--- config.mk ---
export PLATFORM = sky130hd
export DESIGN_NAME = cfr_channel_setup_regs
export DESIGN_NICKNAME = d
export VERILOG_FILES = /design/src/cfr_pkg.sv /design/src/cfr_channel_setup_regs.sv /design/src/cfr_conv_decode.sv /design/src/cfr_func_decode.sv
export SDC_FILE = /design/constraint.sdc
export NUM_CORES = 1
export LEC_CHECK = 0
export ABC_AREA = 1
export BUFFER_PORTS_ARGS = -buffer_cell sky130_fd_sc_hd__clkbuf_2
export CAP_MARGIN = 5
export CORE_UTILIZATION = 23
export DETAILED_ROUTE_END_ITERATION = 8
export SETUP_SLACK_MARGIN = 0.1
export SLEW_MARGIN = 20
export SYNTH_ARGS = -nofsm -noshare
export SYNTH_HDL_FRONTEND = slang
export SYNTH_SLANG_ARGS = --single-unit
--- constraint.sdc ---
create_clock -name ref_clk -period 2.3 [get_ports ref_clk]
set_input_delay 0.23 -clock ref_clk [delete_from_list [all_inputs] [get_ports ref_clk]]
set_output_delay 0.23 -clock ref_clk [all_outputs]
set_load 0.02 [all_outputs]
--- src/cfr_pkg.sv ---
// cfr_pkg: register map, field layouts and encodings for the channel setup bank
// assumes a 16-bit register word reached over a plain strobe port
package cfr_pkg;
  localparam int          REG_W       = 16;
  localparam int          ADDR_W      = 7;
  localparam int          NUM_CH      = 4;
  localparam logic [6:0]  ADDR_NOP    = 7'h00;
  localparam logic [6:0]  ADDR_FUNC0  = 7'h01;
  localparam logic [6:0]  ADDR_CONV0  = 7'h05;
  localparam logic [6:0]  ADDR_DIN0   = 7'h09;
  localparam logic [15:0] NOP_VALUE   = 16'h0000;
  localparam logic [15:0] FUNC_RESET  = 16'h0000;
  localparam logic [15:0] CONV_RESET  = 16'h0000;
  localparam logic [15:0] DIN_RESET   = 16'h000B;
  localparam logic [15:0] FUNC_MASK   = 16'h000F;
  localparam logic [15:0] CONV_MASK   = 16'h00FF;
  localparam logic [15:0] DIN_MASK    = 16'h73FF;
  localparam int          RANGE_LSB   = 5;
  localparam int          RATE_LSB    = 3;
  localparam int          GTIE_BIT    = 2;
  localparam int          INSEL_LSB   = 0;
  localparam int          SINK_LSB    = 6;
  localparam logic [15:0] SINK_FIELD  = 16'h03C0;
  localparam logic [15:0] GTIE_FIELD  = 16'h0004;

  typedef enum logic [3:0] {
    FN_HIGH_Z     = 4'h0,
    FN_VOUT_MEAS  = 4'h1,
    FN_IOUT_MEAS  = 4'h2,
    FN_VIN        = 4'h3,
    FN_IIN_EXT    = 4'h4,
    FN_IIN_LOOP   = 4'h5,
    FN_RES_MEAS   = 4'h6,
    FN_DIN_LOGIC  = 4'h7,
    FN_DIN_LOOP   = 4'h8
  } cfr_func_t;

  typedef enum logic [2:0] {
    RG_0_10V      = 3'h0,
    RG_2V5_EXT    = 3'h1,
    RG_2V5_LOOP   = 3'h2,
    RG_BIPOLAR    = 3'h3
  } cfr_range_t;

  typedef enum logic [1:0] {
    IS_POS_GND    = 2'h0,
    IS_SENSE_RES  = 2'h1,
    IS_TERMINALS  = 2'h2
  } cfr_insel_t;

  typedef enum logic [1:0] {
    RT_REJECT_20  = 2'h0,
    RT_FAST_4K8   = 2'h1
  } cfr_rate_t;
endpackage
--- src/cfr_channel_setup_regs.sv ---
// cfr_channel_setup_regs: no-op, per-channel function and converter config bank
// assumes a host driving a one-cycle strobe port; read data valid the next cycle
`timescale 1ns/10ps
`default_nettype none
module cfr_channel_setup_regs #(
  parameter int NUM_CHANNELS = cfr_pkg::NUM_CH
) (
  input  wire logic                      ref_clk,
  input  wire logic                      reset_n,
  input  wire logic [cfr_pkg::ADDR_W-1:0] regAddr,
  input  wire logic [cfr_pkg::REG_W-1:0]  regWrData,
  input  wire logic                      regWrite,
  input  wire logic                      regRead,
  output logic      [cfr_pkg::REG_W-1:0]  regRdData,
  output logic      [3:0]                chanFunc     [NUM_CHANNELS],
  output logic      [2:0]                chanRange    [NUM_CHANNELS],
  output logic      [1:0]                chanRate     [NUM_CHANNELS],
  output logic                           chanGndTie   [NUM_CHANNELS],
  output logic      [1:0]                chanInSel    [NUM_CHANNELS],
  output logic                           chanConvOn   [NUM_CHANNELS],
  output logic      [3:0]                chanDinSink  [NUM_CHANNELS],
  output logic                           funcWritePulse [NUM_CHANNELS]
);
  import cfr_pkg::*;

  // elaboration-time guard: the address map has room for exactly four channels
  if (NUM_CHANNELS != NUM_CH) begin : gBadCount
    $error("cfr_channel_setup_regs: only four channels fit the address map");
  end

  logic [REG_W-1:0] funcReg [NUM_CHANNELS];
  logic [REG_W-1:0] convReg [NUM_CHANNELS];
  logic [REG_W-1:0] dinReg  [NUM_CHANNELS];
  logic [REG_W-1:0] rdData_next;
  logic             funcWr  [NUM_CHANNELS];
  logic             convWr  [NUM_CHANNELS];
  logic             dinWr   [NUM_CHANNELS];

  // true when addr hits the channel slot of a four-register group
  function automatic logic hitSlot(input logic [ADDR_W-1:0] addr,
                                   input logic [ADDR_W-1:0] base,
                                   input int                ch);
    hitSlot = (addr == base + ADDR_W'(ch));
  endfunction

  genvar g;
  generate
    for (g = 0; g < NUM_CHANNELS; g++) begin : gChan
      cfr_pkg::cfr_func_t  funcDec;
      cfr_pkg::cfr_range_t rangeDec;
      cfr_pkg::cfr_rate_t  rateDec;
      cfr_pkg::cfr_insel_t inSelDec;

      assign funcWr[g] = regWrite && hitSlot(regAddr, ADDR_FUNC0, g);
      assign convWr[g] = regWrite && hitSlot(regAddr, ADDR_CONV0, g);
      assign dinWr[g]  = regWrite && hitSlot(regAddr, ADDR_DIN0, g);

      // function selector; only the low nibble is stored
      always_ff @(posedge ref_clk or negedge reset_n) begin
        if (!reset_n) begin
          funcReg[g] <= FUNC_RESET;
        end else if (funcWr[g]) begin
          funcReg[g] <= regWrData & FUNC_MASK;
        end
      end

      // converter config; a function write clears the ground tie and wins
      // over a same-cycle config write, which cannot occur on this port anyway
      always_ff @(posedge ref_clk or negedge reset_n) begin
        if (!reset_n) begin
          convReg[g] <= CONV_RESET;
        end else if (funcWr[g]) begin
          convReg[g] <= convReg[g] & ~GTIE_FIELD;
        end else if (convWr[g]) begin
          convReg[g] <= regWrData & CONV_MASK;
        end
      end

      // digital input config shadow: only the sink field is acted on here
      always_ff @(posedge ref_clk or negedge reset_n) begin
        if (!reset_n) begin
          dinReg[g] <= DIN_RESET;
        end else if (funcWr[g]) begin
          dinReg[g] <= dinReg[g] & ~SINK_FIELD;
        end else if (dinWr[g]) begin
          dinReg[g] <= regWrData & DIN_MASK;
        end
      end

      // registered pulse lets the analog side see a fresh function write
      always_ff @(posedge ref_clk or negedge reset_n) begin
        if (!reset_n) begin
          funcWritePulse[g] <= 1'b0;
        end else begin
          funcWritePulse[g] <= funcWr[g];
        end
      end

      cfr_func_decode uFunc (
        .rawCode    (funcReg[g][3:0]),
        .func       (funcDec),
        .convActive (chanConvOn[g])
      );

      cfr_conv_decode uConv (
        .cfgWord   (convReg[g]),
        .range     (rangeDec),
        .rate      (rateDec),
        .groundTie (chanGndTie[g]),
        .inSel     (inSelDec)
      );

      assign chanFunc[g]    = funcDec;
      assign chanRange[g]   = rangeDec;
      assign chanRate[g]    = rateDec;
      assign chanInSel[g]   = inSelDec;
      assign chanDinSink[g] = dinReg[g][SINK_LSB +: 4];
    end
  endgenerate

  // read mux; no-op and unmapped addresses read zero
  always_comb begin
    rdData_next = '0;
    if (regAddr == ADDR_NOP) begin
      rdData_next = NOP_VALUE;
    end
    for (int c = 0; c < NUM_CHANNELS; c++) begin
      if (hitSlot(regAddr, ADDR_FUNC0, c)) begin
        rdData_next = funcReg[c];
      end
      if (hitSlot(regAddr, ADDR_CONV0, c)) begin
        rdData_next = convReg[c];
      end
      if (hitSlot(regAddr, ADDR_DIN0, c)) begin
        rdData_next = dinReg[c];
      end
    end
  end

  // read data stands only in the cycle after the strobe
  always_ff @(posedge ref_clk or negedge reset_n) begin
    if (!reset_n) begin
      regRdData <= '0;
    end else if (regRead) begin
      regRdData <= rdData_next;
    end else begin
      regRdData <= '0;
    end
  end
  // note: writes to the no-op address touch no register
  // switching functions via high impedance is left to the host
endmodule
`default_nettype wire

--- src/cfr_conv_decode.sv ---
// cfr_conv_decode: decodes a converter config word into range, rate and input
// assumes the word comes from the converter config register
`timescale 1ns/10ps
`default_nettype none
module cfr_conv_decode (
  input  wire logic [15:0]        cfgWord,
  output cfr_pkg::cfr_range_t     range,
  output cfr_pkg::cfr_rate_t      rate,
  output logic                    groundTie,
  output cfr_pkg::cfr_insel_t     inSel
);
  import cfr_pkg::*;

  // range: undefined codes act as the 0 to 10 V range
  always_comb begin
    unique case (cfgWord[RANGE_LSB +: 3])
      3'h1:    range = RG_2V5_EXT;
      3'h2:    range = RG_2V5_LOOP;
      3'h3:    range = RG_BIPOLAR;
      default: range = RG_0_10V;
    endcase
  end

  // rate only steers channel conversions; diagnostics have their own control
  always_comb begin
    rate = cfgWord[RATE_LSB +: 2] == 2'h1 ? RT_FAST_4K8 : RT_REJECT_20;
  end

  // input node: anything undefined routes the terminal pair
  always_comb begin
    unique case (cfgWord[INSEL_LSB +: 2])
      2'h0:    inSel = IS_POS_GND;
      2'h1:    inSel = IS_SENSE_RES;
      default: inSel = IS_TERMINALS;
    endcase
  end

  assign groundTie = cfgWord[GTIE_BIT];
endmodule
`default_nettype wire

--- src/cfr_func_decode.sv ---
// cfr_func_decode: turns a raw channel function code into a defined function
// assumes the code comes straight from the function register
`timescale 1ns/10ps
`default_nettype none
module cfr_func_decode (
  input  wire logic [3:0]         rawCode,
  output cfr_pkg::cfr_func_t      func,
  output logic                    convActive
);
  import cfr_pkg::*;

  // unknown codes fall back to high impedance
  always_comb begin
    unique case (rawCode)
      4'h0: func = FN_HIGH_Z;
      4'h1: func = FN_VOUT_MEAS;
      4'h2: func = FN_IOUT_MEAS;
      4'h3: func = FN_VIN;
      4'h4: func = FN_IIN_EXT;
      4'h5: func = FN_IIN_LOOP;
      4'h6: func = FN_RES_MEAS;
      4'h7: func = FN_DIN_LOGIC;
      4'h8: func = FN_DIN_LOOP;
      default: func = FN_HIGH_Z;
    endcase
  end

  // converter stays usable in every function, high impedance included
  assign convActive = 1'b1;
endmodule
`default_nettype wire

==> metrics <==
GRT Total Usage 13.1%; Setup Buffers After CTS 0; FF+latch count, synth 117; Sink Count 117; CTS root buf clkbuf_16; WP buf/inv 2; Routed Antenna Nets 0; Placeable Area 0.0242 mm²; hpwl dp 12.1 mm; reg2reg path depth 8; initial antenna violation count 0; final setup vio count 0; Tcrit/Tclk final 72.4%; Ports 115; crit-path leading delay family flip-flops; Setup CP Type flop to output port; cell area after layout 0.00696 mm²; GRT overflow 0; die height 159 µm; dpl ws 0.442 ns; number of core rows 57; Synth warnings 0; skew final 0.00715 ns; n_diodes 0; H-tree depth 4; leakage power 3.46 nW; die area 0.0253 mm²; Clock Tree Buf Depth 2; maximum number of pins on one net before global-route repair 45; Post-Syn Area 0.00567 mm²; Hold Path Class primary input to flop; status completed; WL/cell 14.6 µm; Synth Instances 676; CTS tree built; Area contributors post-synth dfrtp_1 (46%), nand2_1 (10%), o21ai_0 (7.2%), dfstp_2 (5.6%), inv_1 (4.8%); Post-synth EDFFs 0; Critical Path RT 2.07 ns; Routability Congestion 0.815; CP arrival 1.44 ns; Finished Layout Cells 1094; synthesis-to-layout area growth 22.8%; Slew @ Worst Pin 0.627 ns; clock transition at the registers of the reported paths 0.06 ns; area share of the largest cell type after synthesis 46.3%; max-slew violations 0; # port buffers 96; setup TNS 0 ns; post-layout net count 784; Routed WL 16.0 mm; DP Area 0.00631 mm²; CP endpoint kind output port; placed cell count 1061; slew margin rel. 58.0%; PostCTS Resize Cnt 0; DR iter-0 viols 256; Worst Hold Path EP funcReg[35]$_DFFE_PN0P_; clock buffer count from CTS 17; Setup WS post-layout 0.635 ns; layout cells sized above 1 25.2%; sequential area share after synthesis 51.9%; critical path, cell by cell inv_1 -> nor4_1 -> clkbuf_2; DRT Pass-1 Iters 5; Max Clock Freq 600 MHz; DIE WIDTH 159 µm; count leader, synth nand2_1; first-pass GRT wire length 25.6 mm; dominant synthesized flop cell dfrtp_1; Slowest cell on crit path dfrtp_1; synth unique cells 35; synth cell count leaders nand2_1 (158), dfrtp_1 (105), o21ai_0 (82); final worst path period need 1.67 ns; Starting Density 23.4%; Max Cap Viol 0; vias in the first global route 4660; DRC Markers 0; via/cell ratio 4.28; crit start category flop; Synth async-reset ratio 100%; FF-to-FF setup slack 0.98 ns; Hold Path Origin regWrData[3]; maximum vdd ir drop 0.477 mV; RSZ-0062 raised after global routing false; Pwr Total 5.90 mW; final hold vios 0; Max FO, Critical Path 4; CP max stage delay 0.39 ns; origin of the critical flop-to-flop path funcReg[51]$_DFFE_PN0P_; WHS Path Cells 3; Pwr Density 847 mW/mm²; Synth area leader dfrtp_1; Clk Latency, worst-skew pair 0.42 ns; synthesized area per cell 8.39 µm²; reg2reg end regRdData[3]$_DFF_PN0_; via count 4682
==> placed cells by master, fill, tap and decap left out, types with 4 or more instances in the layout <==
master and count:
a21oi_1 12, a221oi_1 5, buf_4 6, bufinv_16 4
clkbuf_16 17, clkbuf_2 95, clkinv_4 4, conb_1 15
dfrtp_1 105, dfstp_2 12, inv_1 73, inv_2 15
nand2_1 158, nand2_2 6, nand2_4 4, nand3_1 33
nand4_1 7, nor2_1 39, nor2_2 7, nor2_4 6
o21ai_0 82, o21ai_1 24, o22ai_1 8
==> registers in the layout, summed over array words and instances (netlist names) <==
name,flops
chanDinSink,16
convReg,32
dinReg,36
funcReg,16
funcWritePulse,4
regRdData,13
==> through the flow <==
step                      hold slack [ns]  util, %
after floorplan                   -0.0656        -
after global placement              0.223     26.0
after detailed placement            0.223     26.0
after CTS                          0.0820     28.7
after global routing                0.123     28.7
final                              0.0964     28.7
==> worst min-delay path: stages <==
cell	delay, ns
clkbuf_2	0.13
nand2_1	0.06
o21ai_0	0.06
==> power by group <==
| part | switching, mW | total, mW | internal [mW] |
|---|---|---|---|
| clock network | 1.01 | 2.86 | 1.85 |
| registers | 0.122 | 2.37 | 2.25 |
| logic | 0.473 | 0.669 | 0.196 |
==> layer usage <==
metal  up-vias  GRT usage, %  share of wire (%)
met5         -             0                  0
met1      2246          15.9                 43
met4         0          4.72                1.7
met3        17          3.99                5.9
li1       2301             -                  -
met2       118          21.9                 49
==> area by class of cell <==
class                   count  area [µm²]
inverters                  89         337
clock buffers              18         439
well taps                 324         405
fillers                  2625       17300
clock inverters            14         200
repair buffers            103         551
flip-flops and latches    117        2940
multi-input cells         429        2090
==> worst max-delay path by stage <==
stage	start	endpoint	slack, ns	cells past startpoint
6_report	funcReg[51]$_DFFE_PN0P_	chanFunc[15]	0.63	3
5_1_grt	funcReg[51]$_DFFE_PN0P_	chanFunc[15]	0.52	3
4_1_cts	funcReg[51]$_DFFE_PN0P_	chanFunc[15]	0.56	3
3_5_place_dp	regAddr[4]	regRdData[1]$_DFF_PN0_	0.44	14
3_3_place_gp	regAddr[4]	regRdData[3]$_DFF_PN0_	0.47	14
2_1_floorplan	funcReg[19]$_DFFE_PN0P_	chanFunc[7]	0.96	2
==> timing repair <==
| item | CTS | global route |
|---|---|---|
| hold buffers | 1 | 0 |
| endpoints found under the hold margin | 23 | 0 |
| endpoints found under the setup margin | 0 | 0 |
==> cell families after synthesis <==
logic type / synth area share, %
other cells: 0.132
simple gates: 22.4
compound gates: 13.4
buf+inv: 12.1
flops: 51.9
No activity file was read; power rests on OpenSTA's default activity.
